### src/fsesq_pkg.sv
// Purpose: constants and types of the flash erase/suspend sequencer host
// Assumes: 10 MHz aclk, 16-bit flash data bus
// Notes: register map of the host controller and flash command codes

package fsesq_pkg;

  // ****************************************
  // Timing
  // ****************************************
  localparam int CLK_MHZ = 10;
  localparam int WIN_US = 50;
  localparam int WIN_CYC = WIN_US * CLK_MHZ;
  localparam int WR_CYC = 5;
  localparam logic [9:0] WIN_LIMIT = 10'(WIN_CYC - WR_CYC);
  localparam logic [9:0] WIN_END = 10'(WIN_CYC);
  localparam int ACC_NS = 90;
  localparam logic [3:0] ACC_CNT = 4'((ACC_NS * CLK_MHZ + 999) / 1000);
  localparam int HWRST_NS = 500;
  localparam logic [3:0] HWRST_CNT = 4'((HWRST_NS * CLK_MHZ + 999) / 1000);

  // ****************************************
  // Register map
  // ****************************************
  localparam logic [7:0] OFF_CTRL = 8'h00;
  localparam logic [7:0] OFF_ADDR = 8'h04;
  localparam logic [7:0] OFF_DATA = 8'h08;
  localparam logic [7:0] OFF_STATUS = 8'h0c;
  localparam logic [7:0] OFF_RDATA = 8'h10;
  localparam int ST_BUSY_BIT = 0;
  localparam int ST_WIN_BIT = 1;
  localparam int ST_REFUSE_BIT = 2;
  localparam logic [1:0] RESP_OKAY = 2'h0;
  localparam logic [1:0] RESP_SLVERR = 2'h2;

  // ****************************************
  // Flash command codes
  // ****************************************
  localparam logic [21:0] ADDR_U1 = 22'h00_0555;
  localparam logic [21:0] ADDR_U2 = 22'h00_02aa;
  localparam logic [21:0] ADDR_ANY = 22'h00_0000;
  localparam logic [15:0] CODE_U1 = 16'h00aa;
  localparam logic [15:0] CODE_U2 = 16'h0055;
  localparam logic [15:0] CODE_PROG = 16'h00a0;
  localparam logic [15:0] CODE_SETUP = 16'h0080;
  localparam logic [15:0] CODE_CHIP = 16'h0010;
  localparam logic [15:0] CODE_SECT = 16'h0030;
  localparam logic [15:0] CODE_SUSP = 16'h00b0;
  localparam logic [15:0] CODE_RESUME = 16'h0030;
  localparam logic [15:0] CODE_RESET = 16'h00f0;
  localparam int SECT_HI = 20;
  localparam int SECT_LO = 15;

  typedef enum logic [3:0] {
    CMD_READ = 4'h0,
    CMD_PROG = 4'h1,
    CMD_CHIP = 4'h2,
    CMD_SECT = 4'h3,
    CMD_SADD = 4'h4,
    CMD_SUSP = 4'h5,
    CMD_RESUME = 4'h6,
    CMD_ACCEL = 4'h7,
    CMD_RESET = 4'h8,
    CMD_HWRST = 4'h9
  } fsesq_cmd_type;

  typedef struct packed {
    logic last;
    logic [21:0] addr;
    logic [15:0] data;
  } fsesq_cycle_type;

  typedef struct packed {
    logic [21:0] addr;
    logic [15:0] dq_out;
    logic dq_oe;
    logic ce_n;
    logic oe_n;
    logic we_n;
    logic reset_n;
    logic accel;
  } fsesq_pins_type;

  localparam fsesq_pins_type PINS_IDLE = '{addr: 22'h00_0000, dq_out: 16'h0000, dq_oe: 1'b0,
    ce_n: 1'b1, oe_n: 1'b1, we_n: 1'b1, reset_n: 1'b1, accel: 1'b0};

endpackage

### src/fsesq_host.sv
// Purpose: host controller issuing flash command sequences from AXI4-Lite orders
// Assumes: flash data inputs synchronous to aclk
// Notes: one write cycle is setup, strobe low, strobe high, release (four clocks)
//
// Behaviour
// - High voltage on accel pin only during accelerated programming.
// - Chip erase is six writes: two unlocks, setup, two unlocks, chip erase.
// - Sector erase is six writes, last one at the sector address.
// - More sectors queued within 50 us of the last write strobe rise.
// - Suspend is one write of B0 at any address.
// - Resume is one write of 30 at any address.
//
// Local design decisions: the register addresses and the AXI4-Lite interface to the registers.

`timescale 1ns/1ps

module fsesq_host (
  // Clock and reset
  input wire logic aclk,
  input wire logic aresetn,
  // AXI4-Lite write
  input wire logic [7:0] awaddr,
  input wire logic awvalid,
  output logic awready,
  input wire logic [31:0] wdata,
  input wire logic [3:0] wstrb,
  input wire logic wvalid,
  output logic wready,
  output logic [1:0] bresp,
  output logic bvalid,
  input wire logic bready,
  // AXI4-Lite read
  input wire logic [7:0] araddr,
  input wire logic arvalid,
  output logic arready,
  output logic [31:0] rdata,
  output logic [1:0] rresp,
  output logic rvalid,
  input wire logic rready,
  // Flash pins
  input wire logic [15:0] dq_in,
  output fsesq_pkg::fsesq_pins_type pins
);

  typedef enum logic [5:0] {
    ST_IDLE = 6'b00_0001,
    ST_SETUP = 6'b00_0010,
    ST_STROBE = 6'b00_0100,
    ST_HOLD = 6'b00_1000,
    ST_READ = 6'b01_0000,
    ST_RESET = 6'b10_0000
  } fsesq_state_type;

  // ****************************************
  // Helpers
  // ****************************************
  function automatic logic [31:0] fsesq_merge(logic [31:0] old, logic [31:0] nw, logic [3:0] be);
    logic [31:0] r;
    r = old;
    for (int b = 0; b < 4; b++) begin
      if (be[b]) begin
        r[b*8 +: 8] = nw[b*8 +: 8];
      end
    end
    return r;
  endfunction

  function automatic fsesq_pkg::fsesq_cycle_type fsesq_step(fsesq_pkg::fsesq_cmd_type c, logic [2:0] i,
      logic [21:0] a, logic [15:0] d);
    fsesq_pkg::fsesq_cycle_type r;
    logic [2:0] n;
    r = '{last: 1'b1, addr: a, data: d};
    case (c)
      fsesq_pkg::CMD_PROG: n = 3'd3;
      fsesq_pkg::CMD_CHIP, fsesq_pkg::CMD_SECT: n = 3'd5;
      fsesq_pkg::CMD_ACCEL: n = 3'd1;
      default: n = 3'd0;
    endcase
    r.last = (i == n);
    case (c)
      fsesq_pkg::CMD_PROG, fsesq_pkg::CMD_CHIP, fsesq_pkg::CMD_SECT: begin
        if (i == 3'd0 || (i == 3'd3 && c != fsesq_pkg::CMD_PROG)) begin
          r.addr = fsesq_pkg::ADDR_U1;
          r.data = fsesq_pkg::CODE_U1;
        end else if (i == 3'd1 || i == 3'd4) begin
          r.addr = fsesq_pkg::ADDR_U2;
          r.data = fsesq_pkg::CODE_U2;
        end else if (i == 3'd2) begin
          r.addr = fsesq_pkg::ADDR_U1;
          r.data = (c == fsesq_pkg::CMD_PROG) ? fsesq_pkg::CODE_PROG : fsesq_pkg::CODE_SETUP;
        end else if (i == 3'd5 && c == fsesq_pkg::CMD_CHIP) begin
          r.addr = fsesq_pkg::ADDR_U1;
          r.data = fsesq_pkg::CODE_CHIP;
        end else if (i == 3'd5) begin
          r.data = fsesq_pkg::CODE_SECT;
        end
      end
      fsesq_pkg::CMD_SADD: r.data = fsesq_pkg::CODE_SECT;
      fsesq_pkg::CMD_SUSP: begin
        r.addr = fsesq_pkg::ADDR_ANY;
        r.data = fsesq_pkg::CODE_SUSP;
      end
      fsesq_pkg::CMD_RESUME: begin
        r.addr = fsesq_pkg::ADDR_ANY;
        r.data = fsesq_pkg::CODE_RESUME;
      end
      fsesq_pkg::CMD_RESET: begin
        r.addr = fsesq_pkg::ADDR_ANY;
        r.data = fsesq_pkg::CODE_RESET;
      end
      fsesq_pkg::CMD_ACCEL: begin
        if (i == 3'd0) begin
          r.addr = fsesq_pkg::ADDR_ANY;
          r.data = fsesq_pkg::CODE_PROG;
        end
      end
      default: r.last = 1'b1;
    endcase
    return r;
  endfunction

  // ****************************************
  // State
  // ****************************************
  fsesq_state_type state;
  fsesq_pkg::fsesq_cmd_type cur_cmd;
  fsesq_pkg::fsesq_cmd_type cmd_req;
  fsesq_pkg::fsesq_cycle_type cyc;
  logic [2:0] step;
  logic [3:0] cnt;
  logic [21:0] reg_addr;
  logic [15:0] reg_data;
  logic [21:0] op_addr;
  logic [15:0] op_data;
  logic [15:0] read_data;
  logic [9:0] win_cnt;
  logic win_run;
  logic refused;
  logic start_req;
  logic aw_got;
  logic w_got;
  logic [7:0] wr_addr;
  logic [31:0] wr_data;
  logic [3:0] wr_strb;
  logic wr_commit;
  logic busy;
  logic sadd_late;
  logic set_refuse;
  logic [2:0] we_cnt;

  assign cyc = fsesq_step(cur_cmd, step, op_addr, op_data);
  assign busy = (state != ST_IDLE) || start_req;
  assign sadd_late = !win_run || (win_cnt >= fsesq_pkg::WIN_LIMIT);
  assign wr_commit = aw_got && w_got && !bvalid;
  assign set_refuse = wr_commit && wr_addr == fsesq_pkg::OFF_CTRL && wr_strb[0] &&
    (busy || (fsesq_pkg::fsesq_cmd_type'(wr_data[3:0]) == fsesq_pkg::CMD_SADD && sadd_late));

  // ****************************************
  // AXI4-Lite write channel
  // ****************************************
  always_ff @(posedge aclk) begin
    if (!aresetn) begin
      aw_got <= 1'b0;
      w_got <= 1'b0;
      awready <= 1'b0;
      wready <= 1'b0;
      bvalid <= 1'b0;
      bresp <= fsesq_pkg::RESP_OKAY;
      wr_addr <= 8'h00;
      wr_data <= 32'h0000_0000;
      wr_strb <= 4'h0;
    end else begin
      if (awvalid && awready) begin
        aw_got <= 1'b1;
        awready <= 1'b0;
        wr_addr <= awaddr;
      end else if (bvalid && bready) begin
        aw_got <= 1'b0;
        awready <= 1'b1;
      end else begin
        awready <= !aw_got;
      end
      if (wvalid && wready) begin
        w_got <= 1'b1;
        wready <= 1'b0;
        wr_data <= wdata;
        wr_strb <= wstrb;
      end else if (bvalid && bready) begin
        w_got <= 1'b0;
        wready <= 1'b1;
      end else begin
        wready <= !w_got;
      end
      if (wr_commit) begin
        bvalid <= 1'b1;
        bresp <= (wr_addr == fsesq_pkg::OFF_CTRL || wr_addr == fsesq_pkg::OFF_ADDR ||
          wr_addr == fsesq_pkg::OFF_DATA || wr_addr == fsesq_pkg::OFF_STATUS) ?
          fsesq_pkg::RESP_OKAY : fsesq_pkg::RESP_SLVERR;
      end else if (bready) begin
        bvalid <= 1'b0;
      end
    end
  end

  // ****************************************
  // Registers
  // ****************************************
  always_ff @(posedge aclk) begin
    if (!aresetn) begin
      reg_addr <= 22'h00_0000;
      reg_data <= 16'h0000;
      refused <= 1'b0;
      start_req <= 1'b0;
      cmd_req <= fsesq_pkg::CMD_READ;
    end else begin
      start_req <= 1'b0;
      if (wr_commit && wr_addr == fsesq_pkg::OFF_ADDR) begin
        reg_addr <= 22'(fsesq_merge({10'h000, reg_addr}, wr_data, wr_strb));
      end
      if (wr_commit && wr_addr == fsesq_pkg::OFF_DATA) begin
        reg_data <= 16'(fsesq_merge({16'h0000, reg_data}, wr_data, wr_strb));
      end
      if (wr_commit && wr_addr == fsesq_pkg::OFF_CTRL && wr_strb[0] && !set_refuse) begin
        start_req <= 1'b1;
        cmd_req <= fsesq_pkg::fsesq_cmd_type'(wr_data[3:0]);
      end
      // Set wins over clear
      if (set_refuse) begin
        refused <= 1'b1;
      end else if (wr_commit && wr_addr == fsesq_pkg::OFF_STATUS && wr_strb[0] &&
          wr_data[fsesq_pkg::ST_REFUSE_BIT]) begin
        refused <= 1'b0;
      end
    end
  end

  // ****************************************
  // AXI4-Lite read channel
  // ****************************************
  always_ff @(posedge aclk) begin
    if (!aresetn) begin
      arready <= 1'b0;
      rvalid <= 1'b0;
      rdata <= 32'h0000_0000;
      rresp <= fsesq_pkg::RESP_OKAY;
    end else if (arvalid && arready) begin
      arready <= 1'b0;
      rvalid <= 1'b1;
      rresp <= fsesq_pkg::RESP_OKAY;
      case (araddr)
        fsesq_pkg::OFF_CTRL: rdata <= {28'h000_0000, cur_cmd};
        fsesq_pkg::OFF_ADDR: rdata <= {10'h000, reg_addr};
        fsesq_pkg::OFF_DATA: rdata <= {16'h0000, reg_data};
        fsesq_pkg::OFF_STATUS: rdata <= {29'h0000_0000, refused, win_run, busy};
        fsesq_pkg::OFF_RDATA: rdata <= {16'h0000, read_data};
        default: begin
          rdata <= 32'h0000_0000;
          rresp <= fsesq_pkg::RESP_SLVERR;
        end
      endcase
    end else if (rvalid && rready) begin
      rvalid <= 1'b0;
      arready <= 1'b1;
    end else begin
      arready <= !rvalid;
    end
  end

  // ****************************************
  // Flash cycle sequencer
  // ****************************************
  always_ff @(posedge aclk) begin
    if (!aresetn) begin
      state <= ST_IDLE;
      cur_cmd <= fsesq_pkg::CMD_READ;
      step <= 3'd0;
      cnt <= 4'h0;
      op_addr <= 22'h00_0000;
      op_data <= 16'h0000;
      read_data <= 16'h0000;
      pins <= fsesq_pkg::PINS_IDLE;
    end else begin
      case (state)
        ST_IDLE: begin
          if (start_req) begin
            cur_cmd <= cmd_req;
            op_addr <= reg_addr;
            op_data <= reg_data;
            step <= 3'd0;
            cnt <= 4'h0;
            if (cmd_req == fsesq_pkg::CMD_HWRST) begin
              pins.reset_n <= 1'b0;
              state <= ST_RESET;
            end else if (cmd_req == fsesq_pkg::CMD_READ) begin
              pins.addr <= reg_addr;
              pins.ce_n <= 1'b0;
              pins.oe_n <= 1'b0;
              state <= ST_READ;
            end else begin
              pins.accel <= (cmd_req == fsesq_pkg::CMD_ACCEL);
              state <= ST_SETUP;
            end
          end
        end
        ST_SETUP: begin
          pins.addr <= cyc.addr;
          pins.dq_out <= cyc.data;
          pins.dq_oe <= 1'b1;
          pins.ce_n <= 1'b0;
          state <= ST_STROBE;
        end
        ST_STROBE: begin
          pins.we_n <= 1'b0;
          state <= ST_HOLD;
        end
        ST_HOLD: begin
          if (!pins.we_n) begin
            pins.we_n <= 1'b1;
          end else begin
            pins.ce_n <= 1'b1;
            pins.dq_oe <= 1'b0;
            if (cyc.last) begin
              pins.accel <= 1'b0;
              state <= ST_IDLE;
            end else begin
              step <= step + 3'd1;
              state <= ST_SETUP;
            end
          end
        end
        ST_READ: begin
          cnt <= cnt + 4'h1;
          if (cnt >= fsesq_pkg::ACC_CNT) begin
            read_data <= dq_in;
            pins.ce_n <= 1'b1;
            pins.oe_n <= 1'b1;
            state <= ST_IDLE;
          end
        end
        ST_RESET: begin
          cnt <= cnt + 4'h1;
          if (cnt + 4'h1 >= fsesq_pkg::HWRST_CNT) begin
            pins.reset_n <= 1'b1;
            state <= ST_IDLE;
          end
        end
        default: state <= ST_IDLE;
      endcase
    end
  end

  // ****************************************
  // Sector erase window timer
  // ****************************************
  always_ff @(posedge aclk) begin
    if (!aresetn) begin
      win_run <= 1'b0;
      win_cnt <= 10'h000;
    end else if (state == ST_HOLD && !pins.we_n && cyc.last &&
        (cur_cmd == fsesq_pkg::CMD_SECT || cur_cmd == fsesq_pkg::CMD_SADD)) begin
      win_run <= 1'b1;
      win_cnt <= 10'h000;
    end else if (state == ST_IDLE && start_req && cmd_req != fsesq_pkg::CMD_SADD) begin
      win_run <= 1'b0;
    end else if (win_run) begin
      win_cnt <= win_cnt + 10'h001;
      if (win_cnt + 10'h001 >= fsesq_pkg::WIN_END) begin
        win_run <= 1'b0;
      end
    end
  end

  // ****************************************
  // Checks
  // ****************************************
  always_ff @(posedge aclk) begin
    if (!aresetn || (state == ST_IDLE && start_req)) begin
      we_cnt <= 3'd0;
    end else if (state == ST_STROBE) begin
      we_cnt <= we_cnt + 3'd1;
    end
  end
endmodule

### config.mk
export PLATFORM = sky130hd
export DESIGN_NAME = fsesq_host
export DESIGN_NICKNAME = d
export VERILOG_FILES = /design/src/fsesq_pkg.sv /design/src/fsesq_host.sv
export SDC_FILE = /design/constraint.sdc
export NUM_CORES = 1
export LEC_CHECK = 0
export ABC_AREA = 1
export CORE_ASPECT_RATIO = 1.5
export CORE_MARGIN = 5
export CORE_UTILIZATION = 30
export CTS_BUF_LIST = sky130_fd_sc_hd__clkbuf_8
export DETAILED_ROUTE_END_ITERATION = 16
export DONT_BUFFER_PORTS = 1
export GPL_TIMING_DRIVEN = 0
export PLACE_DENSITY_LB_ADDON = 0.2
export SLEW_MARGIN = 20
export SYNTH_ARGS = -nofsm -noshare
export SYNTH_HDL_FRONTEND = slang
export SYNTH_SLANG_ARGS = --single-unit
### constraint.sdc
create_clock -name aclk -period 2.23 [get_ports aclk]
set_input_delay 0.446 -clock aclk [delete_from_list [all_inputs] [get_ports aclk]]
set_output_delay 0.446 -clock aclk [all_outputs]
set_load 0.05 [all_outputs]
== After elaboration in Yosys (flattened, before gate mapping) ==
Cells that the tools add are included.
Storage, ports and cells
  bits in registers: 246
  output and inout port bits: 85
Operators by class
  add/sub/neg operators: 3
  $lt $le $gt $ge: 4
  eq/ne operators: 43
  muxes and demuxes: 68
  bitwise logic cells: 2
  reduce and logical (&&, ||, !) cells: 85
Operator list (count)
  $mux W38: 4
  $pmux W22 S5: 1
  $mux W22: 4
  $pmux W16 S5: 1
  $pmux W22 S3: 1
  $pmux W22 S2: 1
  $mux W6: 6
  $pmux W6 S6: 1
  $eq A8 B4 Y1 const B: 4
  $mux W16: 2
  $eq A4 B3 Y1 const B: 6
  $logic_and A1 B1 Y1: 24
  $mux W1: 24
  $reduce_bool A2 Y1: 12
  $ge A10 B9 Y1 const B: 2
  $ne A2 B2 Y1 const B: 10
  $reduce_and A2 Y1: 10
  $mux W2: 9
  $eq A8 B3 Y1 const B: 2
  $logic_not A8 Y1: 2
  $reduce_and A4 Y1: 4
  $reduce_or A2 Y1: 7
  $reduce_and A6 Y1: 2
  $add A10 B1 Y10 const B: 1
  other kinds (39): 65

== Depth between registers and ports, before layout ==
Gate-level depths: netlist (run 1).
  word-level depth: 8
  depth in mapped cells: 14
  gate-level depth less buffers: 13

== Worst setup path after synthesis (run 1) ==
OpenSTA, ideal clock, no wires.
  path kind: reg-to-reg
  start point: register bvalid
  end point: register reg_addr[14]
  library setup time: 0.128 ns
  data arrival time: 1.531 ns
  slack: 0.571 ns
  cell stages (with the launch flop): 8
  cell sequence: dfxtp_1 > nor2_1 > nand2_1 > nor3_1 > nand3_1 > clkbuf_1 > o21ai_0 > a21oi_1
Between the ends
  longest elaborated chain between the ends: 4
Ends and longest elaborated chain
  from (decl): line fsesq_host.sv:30  | output logic bvalid,
  from (signal assigned): line fsesq_host.sv:167  | bvalid <= 1'b0;
  from (signal assigned): line fsesq_host.sv:195  | bvalid <= 1'b1;
  from (signal assigned): line fsesq_host.sv:200  | bvalid <= 1'b0;
  $logic_not A1 Y1: line fsesq_host.sv:154  | assign wr_commit = aw_got && w_got && !bvalid;
  $logic_and A1 B1 Y1: line fsesq_host.sv:154
  $logic_and A1 B1 Y1: line fsesq_host.sv:217  | if (wr_commit && wr_addr == fsesq_pkg::OFF_ADDR) begin
  $reduce_and A2 Y1 (no source line)
  to (signal assigned): line fsesq_host.sv:218  | reg_addr <= 22'(fsesq_merge({10'h000, reg_addr}, wr_data, wr_strb));
  to (decl): line fsesq_host.sv:131  | logic [21:0] reg_addr;
Every way passes these cells.
A chain may end at the register's enable or synchronous reset.

== Final worst setup path (run 1) ==
  start point: register arready
  end point: register rdata[15]
Between the ends
  longest elaborated chain between the ends: 1
Ends and longest elaborated chain
  from (decl): line fsesq_host.sv:35  | output logic arready,
  from (signal assigned): line fsesq_host.sv:265  | arready <= !rvalid;
  $logic_and A1 B1 Y1: line fsesq_host.sv:246  | end else if (arvalid && arready) begin
  to (signal assigned): line fsesq_host.sv:251  | fsesq_pkg::OFF_CTRL: rdata <= {28'h000_0000, cur_cmd};
  to (signal assigned): line fsesq_host.sv:252  | fsesq_pkg::OFF_ADDR: rdata <= {10'h000, reg_addr};
  to (signal assigned): line fsesq_host.sv:253  | fsesq_pkg::OFF_DATA: rdata <= {16'h0000, reg_data};
  to (decl): line fsesq_host.sv:36  | output logic [31:0] rdata,
Every way passes these cells.

==> impl_table.tex, run 1 <==
\begin{tabular}{lr}
\hline
Metric & Value \\
\hline
\multicolumn{2}{l}{\textbf{Clock network}} \\
\quad Clock Tree Buf Depth & 3 \\
\quad CTS Hold Bufs & 0 \\
\quad Inserted Clock Buffers & 39 \\
\quad Clk root buf & clkbuf\_8 \\
\quad Clock insertion delay at the later pin of the skew report & 560 ps \\
\quad Count of clock tree sinks & 234 \\
\quad Register clock-pin slew on the reported worst setup and hold paths & 60 ps \\
\quad \# H-tree levels & 2 \\
\quad Buffer count from post-CTS setup fixing & 0 \\
\quad TritonCTS clock tree & built \\
\multicolumn{2}{l}{\textbf{Route}} \\
\quad Number of detailed-route iterations in the first pass & 5 \\
\quad Detailed Route WL & 36,800 um \\
\quad Via-to-Cell Ratio & 4.96 \\
\quad Post-detailed-route DRC marker count & 0 \\
\quad Post-route antenna net violation count & 0 \\
\quad Violation count after the first detailed-routing iteration & 506 \\
\quad Total number of vias & 9,473 \\
\quad Final routed wire length divided by cell count & 19.3 um \\
\multicolumn{2}{l}{\textbf{Critical path}} \\
\quad Worst Path Arrival & 2550 ps \\
\quad CP startpoint kind & flip-flop \\
\quad Required @ worst endpoint & 2710 ps \\
\quad Worst-path fanout max & 10 \\
\quad Most prevalent standard cell on the critical path & nand2\_1 \\
\quad Series of cell instances along the critical path & nand2\_1, nor2\_1, nand2\_1, clkbuf\_1, o21ai\_0 \\
\quad Crit Path Category & reg -> reg \\
\quad Maximum single-stage delay on the critical path & 640 ps \\
\quad Nature of the critical path endpoint & flip-flop \\
\quad Cell with the largest stage delay on the worst path & dfxtp\_1 \\
\multicolumn{2}{l}{\textbf{Timing}} \\
\quad Transition time of the tightest slew-check pin & 839 ps \\
\quad Clock tree skew after final layout & 16.3 ps \\
\quad RSZ-0062 raised after global routing & false \\
\quad Fmax & 482 MHz \\
\quad Final count of pins violating max slew & 0 \\
\quad Number of endpoints with negative hold slack in the final report & 0 \\
\quad Final critical-path share of the clock period & 0.930 \\
\quad Final setup violating endpoints & 0 \\
\quad Slew HR & 0.441 \\
\quad Clock period minus worst slack & 2070 ps \\
\multicolumn{2}{l}{\textbf{Yosys}} \\
\quad Number of synthesized flops with an enable pin & 0 \\
\quad Predominant post-synthesis flop cell & dfxtp\_1 \\
\quad Asr flop ratio synth & 0 \\
\quad Most used standard cell by instance count after synthesis & dfxtp\_1 \\
\quad Biggest area consumer among synthesized cells & dfxtp\_1 \\
\quad Mapped cell area & 10,400 sq um \\
\quad Number of flip-flops and latches in the synthesized netlist & 234 \\
\quad Library cells used by synthesis & 48 \\
\quad Most used standard cells in the synthesized netlist & 234 x dfxtp\_1, 225 x nand2\_1, 191 x o21ai\_0, 184 x a21oi\_1, 144 x nor2\_1 \\
\quad Sequential-to-total area share from yosys stat & 0.452 \\
\quad Per-instance average area after synthesis & 7.36 sq um \\
\quad Synth Instances & 1,410 \\
\quad Number of warnings reported in the yosys synthesis log & 0 \\
\quad Top area cells in the synthesized netlist & dfxtp\_1 45\%, o21ai\_0 9.2\%, a21oi\_1 8.9\%, nand2\_1 8.1\%, nor2\_1 5.2\% \\
\quad Synth top area share & 0.452 \\
\multicolumn{2}{l}{\textbf{Floorplanning}} \\
\quad Initial core utilization & 0.304 \\
\quad \# IOs & 160 \\
\quad Row Count & 83 \\
\quad Placeable core region & 34,200 sq um \\
\quad Die Y & 238 um \\
\quad Total Die Area & 38,500 sq um \\
\quad Die X-Extent & 162 um \\
\multicolumn{2}{l}{\textbf{GRT}} \\
\quad Remaining Overflow, GRT & 0 \\
\quad Antenna violations before repair & 0 \\
\quad Number of global-route vias before repair & 9,129 \\
\quad All-layer global routing usage & 0.185 \\
\quad Global-route wire length before repair & 54,900 um \\
\quad Pin count of the biggest net entering global routing & 11 \\
\multicolumn{2}{l}{\textbf{Worst hold path}} \\
\quad Path category of the worst min-delay check & in -> reg \\
\multicolumn{2}{l}{\textbf{Finish}} \\
\quad Final antenna diode count & 0 \\
\quad Area added between synthesis and finish & 12.6\% \\
\quad Util after Layout & 0.342 \\
\quad Summed area of non-filler cells in the final layout & 11,700 sq um \\
\quad Count of fill cells added during filler insertion & 3,684 \\
\quad Net count of the finished layout & 1,547 \\
\quad Share of layout cells above drive strength 1 & 0.113 \\
\multicolumn{2}{l}{\textbf{Pwr}} \\
\quad Post-route total power & 10.1 mW \\
\quad IR Drop Worst-Case VDD & 0.000606 V \\
\quad Leak Pwr & 4.72 nW \\
\quad Pwr per Cell Area & 867 nW/um\^{}2 \\
\multicolumn{2}{l}{\textbf{Place}} \\
\quad Global placement routability congestion & 0.910 \\
\quad Input/output buffers & 0 \\
\quad Cell area after placement & 10,900 sq um \\
\quad Detail Placement HPWL & 28,500 um \\
\multicolumn{2}{l}{\textbf{Flow run}} \\
\quad Max-cap viol count & 0 \\
\multicolumn{2}{l}{\textbf{Status}} \\
\quad Outcome & finished, final reports clean \\
\hline
\end{tabular}
-- cell type report --
type | instances | area (sq um) | area share
multi-input cells | 956 | 4780 | 0.409
inverters | 152 | 571 | 0.0489
flip-flops and latches | 234 | 4680 | 0.401
clock buffers | 46 | 633 | 0.0542
clock inverters | 17 | 75.1 | 0.00643
plain buffers | 79 | 404 | 0.0346
well taps | 425 | 532 | 0.0455
-- power breakdown --
group | internal [mW] | switching [mW]
Combinational | 0.505 | 1.18
Sequential | 4.36 | 0.465
Clock | 1.86 | 1.75
-- logic make-up (layout without fill, tap and decap cells) --
kind of cell	count (synthesis)	in the layout	synth area share
adders and majority gates	10	10	0.0121
and+or+nand+nor	515	515	0.228
other	1	12	0.000362
AOI/OAI and AO/OA	413	413	0.209
buffers and inverters	231	294	0.0940
DFF	234	234	0.452
xor gates and xnor gates	6	6	0.00507
-- sequential cells by signal (all words and copies together) (netlist names), 6 cells and up --
register,cells
state,6
wr_addr,8
op_data,16
win_cnt,10
reg_data,16
op_addr,22
pins,44
read_data,16
reg_addr,22
rdata,22
wr_data,22
-- worst max-delay path, delay by kind of cell (launching register included) --
| kind | cells | cell delay (ps) |
|---|---|---|
| compound gates | 1 | 240 |
| buf+inv | 1 | 310 |
| flops | 1 | 640 |
| simple gates | 3 | 780 |
-- cells in the final DEF (no fill, tap or decap), drive strengths merged --
cell      count
a211oi        1
a21boi        3
a21oi       194
a22o          1
buf          37
clkbuf       88
clkinv        3
clkinvlp      1
conb         12
dfxtp       234
ha           10
inv         165
nand2       247
nand2b        1
nand3        70
nand3b        1
nand4        17
nor2        158
nor3         14
nor3b         1
nor4          2
o211ai        4
o21a          3
o21ai       198
o21bai        2
o22ai         7
or2           4
xnor2         1
xor2          5
-- per-layer routing --
layer / up-vias / share of wire / global-route usage
li1: 4717 / - / -
met1: 4440 / 0.37 / 0.192
met2: 246 / 0.53 / 0.352
met3: 70 / 0.049 / 0.0357
met4: 0 / 0.050 / 0.0893
met5: - / 0 / 0
-- repair_timing --
| action | in CTS | in global routing |
|---|---|---|
| hold endpoints to repair | 0 | 0 |
| gates resized for setup | 2 | 5 |
| setup endpoints to repair | 13 | 12 |
-- stage by stage --
step	worst slack [ps]	std cells	TNS [ps]	hold WS, ps
2_1_floorplan	571	1421	0	430
3_3_place_gp	-160	1846	-1690	446
3_5_place_dp	-171	1846	-2790	453
4_1_cts	5.27	1909	0	9.34
5_1_grt	7.57	1909	0	14.4
6_report	157	1909	0	29.8
-- final timing paths --
path / from / end / slack (ps) / cells after the start
hold / removal: dq_in[12] / read_data[12] / 30 / 2
setup reg to reg: arready / rdata[15] / 160 / 5
setup / recovery: arready / rdata[15] / 160 / 5
hold reg to reg: op_addr[15] / pins[37] / 470 / 2
Power figures use the tool's default switching activity.
==> inputs of run 2 (changes only) <==
--- a/config.mk
+++ b/config.mk
@@ -6,12 +6,12 @@
 export NUM_CORES = 1
 export LEC_CHECK = 0
 export ABC_AREA = 1
+export BUFFER_PORTS_ARGS = -buffer_cell sky130_fd_sc_hd__buf_4
 export CORE_ASPECT_RATIO = 1.5
 export CORE_MARGIN = 5
 export CORE_UTILIZATION = 30
 export CTS_BUF_LIST = sky130_fd_sc_hd__clkbuf_8
 export DETAILED_ROUTE_END_ITERATION = 16
-export DONT_BUFFER_PORTS = 1
 export GPL_TIMING_DRIVEN = 0
 export PLACE_DENSITY_LB_ADDON = 0.2
 export SLEW_MARGIN = 20
==> impl_table.tex, run 2 (synthesis gave the netlist of run 1 again) <==
\begin{tabular}{lr}
\hline
Metric & Value \\
\hline
\multicolumn{2}{l}{\textbf{Floorplanning}} \\
\quad \# IOs & 160 (unchanged) \\
\quad Row Count & 83 (unchanged) \\
\quad Placeable core region & 34,200 sq um (unchanged) \\
\quad Total Die Area & 38,500 sq um (unchanged) \\
\quad Die Y & 238 um (unchanged) \\
\quad Initial core utilization & 0.304 (unchanged) \\
\quad Die X-Extent & 162 um (unchanged) \\
\multicolumn{2}{l}{\textbf{Timing}} \\
\quad Final count of pins violating max slew & 0 (unchanged) \\
\quad Fmax & 508 MHz (+5.4\%) \\
\quad Final setup violating endpoints & 0 (unchanged) \\
\quad Number of endpoints with negative hold slack in the final report & 0 (unchanged) \\
\quad Transition time of the tightest slew-check pin & 829 ps (-9.08 ps) \\
\quad Slew HR & 0.447 (+0.00605) \\
\quad Clock period minus worst slack & 1970 ps (-106 ps) \\
\quad RSZ-0062 raised after global routing & false \\
\quad Final critical-path share of the clock period & 0.882 (-0.0473) \\
\quad Final-layout worst hold slack & 98.3 ps (+68.4 ps) \\
\quad Clock tree skew after final layout & 36.0 ps (+19.8 ps) \\
\multicolumn{2}{l}{\textbf{Route}} \\
\quad Final routed wire length divided by cell count & 18.0 um (-6.4\%) \\
\quad Post-route antenna net violation count & 0 (unchanged) \\
\quad Violation count after the first detailed-routing iteration & 429 (-15\%) \\
\quad Number of detailed-route iterations in the first pass & 5 (unchanged) \\
\quad Post-detailed-route DRC marker count & 0 (unchanged) \\
\quad Via-to-Cell Ratio & 4.85 (-2.3\%) \\
\quad Total number of vias & 9,922 (+4.7\%) \\
\quad Detailed Route WL & 36,900 um (+0.30\%) \\
\multicolumn{2}{l}{\textbf{Clock network}} \\
\quad Clk root buf & clkbuf\_8 \\
\quad TritonCTS clock tree & built \\
\quad Clock Tree Buf Depth & 3 (unchanged) \\
\quad Buffer count from post-CTS setup fixing & 0 (unchanged) \\
\quad Clock insertion delay at the later pin of the skew report & 580 ps (+20 ps) \\
\quad Register clock-pin slew on the reported worst setup and hold paths & 60 ps (about the same) \\
\quad Number of resized instances in the post-cts repair step & 0 (-2) \\
\quad Inserted Clock Buffers & 39 (unchanged) \\
\quad Count of clock tree sinks & 234 (unchanged) \\
\quad \# H-tree levels & 2 (unchanged) \\
\quad CTS Hold Bufs & 0 (unchanged) \\
\multicolumn{2}{l}{\textbf{Critical path}} \\
\quad Capturing element of the worst setup path & pins[31] \\
\quad Capture point of the worst reg-to-reg path & pins[31] \\
\quad Required @ worst endpoint & 2620 ps (-90 ps) \\
\quad Worst Path Arrival & 2360 ps (-190 ps) \\
\quad Worst-path fanout max & 10 (unchanged) \\
\quad Worst reg-to-reg path cell count & 9 (+4) \\
\quad Worst Setup SP & state[4] \\
\quad Crit Path Category & reg -> reg \\
\quad CP startpoint kind & flip-flop \\
\quad Nature of the critical path endpoint & flip-flop \\
\quad Worst reg2reg path startpoint & state[4] \\
\quad Reg-to-reg setup timing slack & 260 ps (+110 ps) \\
\multicolumn{2}{l}{\textbf{Place}} \\
\quad Placed cell count & 1,981 (+7.3\%) \\
\quad Input/output buffers & 135 (+135) \\
\quad Cell area after placement & 12,000 sq um (+9.3\%) \\
\quad Global placement routability congestion & 0.922 (+1.3\%) \\
\quad Detail Placement HPWL & 28,700 um (+0.70\%) \\
\multicolumn{2}{l}{\textbf{GRT}} \\
\quad Number of global-route vias before repair & 9,881 (+8.2\%) \\
\quad Remaining Overflow, GRT & 0 (unchanged) \\
\quad Global-route wire length before repair & 56,500 um (+2.9\%) \\
\quad Antenna violations before repair & 0 (unchanged) \\
\quad Pin count of the biggest net entering global routing & 12 (+1) \\
\quad All-layer global routing usage & 0.189 (+0.00358) \\
\multicolumn{2}{l}{\textbf{Finish}} \\
\quad Net count of the finished layout & 1,682 (+8.7\%) \\
\quad Final antenna diode count & 0 (unchanged) \\
\quad Most frequent cells in the layout & 234 x dfxtp\_1, 225 x nand2\_1, 190 x o21ai\_0 \\
\quad Count of fill cells added during filler insertion & 3,609 (-2.0\%) \\
\quad Summed area of non-filler cells in the final layout & 12,800 sq um (+9.7\%) \\
\quad Number of cells in the finished layout apart from fillers & 2,046 (+7.2\%) \\
\quad Register containing the most flip-flops in the final layout & pins \\
\quad Flip-flop count of the largest register after layout & 44 (unchanged) \\
\quad Share of layout cells above drive strength 1 & 0.191 (+0.0774) \\
\quad Area added between synthesis and finish & 23.5\% \\
\quad Leading cell type in the layout, fill and taps excluded & dfxtp\_1 \\
\multicolumn{2}{l}{\textbf{Pwr}} \\
\quad Leak Pwr & 5.45 nW (+15\%) \\
\quad Pwr per Cell Area & 842 nW/um\^{}2 (-2.8\%) \\
\quad IR Drop Worst-Case VDD & 0.000407 V (-33\%) \\
\multicolumn{2}{l}{\textbf{Worst hold path}} \\
\quad Startpoint of the tightest hold check path & dq\_in[2] \\
\quad Path category of the worst min-delay check & in -> reg \\
\multicolumn{2}{l}{\textbf{Flow run}} \\
\quad Max-cap viol count & 0 (unchanged) \\
\multicolumn{2}{l}{\textbf{Status}} \\
\quad Outcome & finished, final reports clean \\
\hline
\end{tabular}
## run 2: changes by cell type in the layout (fill, tap and decap cells not counted), sizes merged
cell	previous run	this run
buf	37	172
clkbuf	88	93
inv	165	161
bufinv	0	2
clkinv	3	2
## run 2: cell type report
type	instances	area (sq um)	share of cell area
sequential	234	4680	0.366
timing repair buffer	135	1010	0.0791
clock buffer	51	702	0.0548
clock inverter	14	126	0.00987
buffer	79	404	0.0316
inverter	152	571	0.0446
tap	425	532	0.0415
multi-input combinational	956	4770	0.373
## run 2: per-stage QoR
step | TNS, ps | util | total power [mW] | setup WS [ps]
after floorplan | 0 | - | 6.12 | 571
after global placement | -2640 | 0.350 | 6.80 | -133
after detailed placement | -3900 | 0.350 | 6.80 | -177
after CTS | 0 | 0.374 | 10.9 | 39.8
after global routing | 0 | 0.375 | 11.3 | 28.7
final | 0 | 0.375 | 10.8 | 262
## run 2: worst min path at each step
stage / end / slack [ps] / cells past startpoint
after detailed placement: rdata[18] / 450 / 2
after CTS: read_data[12] / 70 / 3
after floorplan: read_data[0] / 430 / 2
after global routing: read_data[2] / 80 / 3
after global placement: read_data[0] / 450 / 2
final: read_data[2] / 100 / 3
## run 2: power breakdown
| part | internal [mW] | leakage, nW | switching (mW) |
|---|---|---|---|
| combinational | 0.685 | 3.10 | 1.54 |
| sequential | 4.36 | 1.90 | 0.128 |
| clock | 2.28 | 0.454 | 1.80 |
## run 2: worst max-delay path, cell delays in order, from the launching register on
cell and delay, ps:
dfxtp_1 350, nor2_4 200, nand4_1 330, inv_2 190, nor2_2 60, nand2_2 220
buf_6 200, a21oi_1 50, nand2_1 130, a21oi_1 70
## run 2: layer usage
layer / vias to the layer above / part of all wire / track usage / wire (um)
met5: - / 0 / 0 / 0
met4: 0 / 0.032 / 0.0716 / 1180
met3: 47 / 0.037 / 0.0255 / 1350
met2: 244 / 0.56 / 0.372 / 20700
met1: 4662 / 0.37 / 0.199 / 13700
li1: 4969 / - / - / -
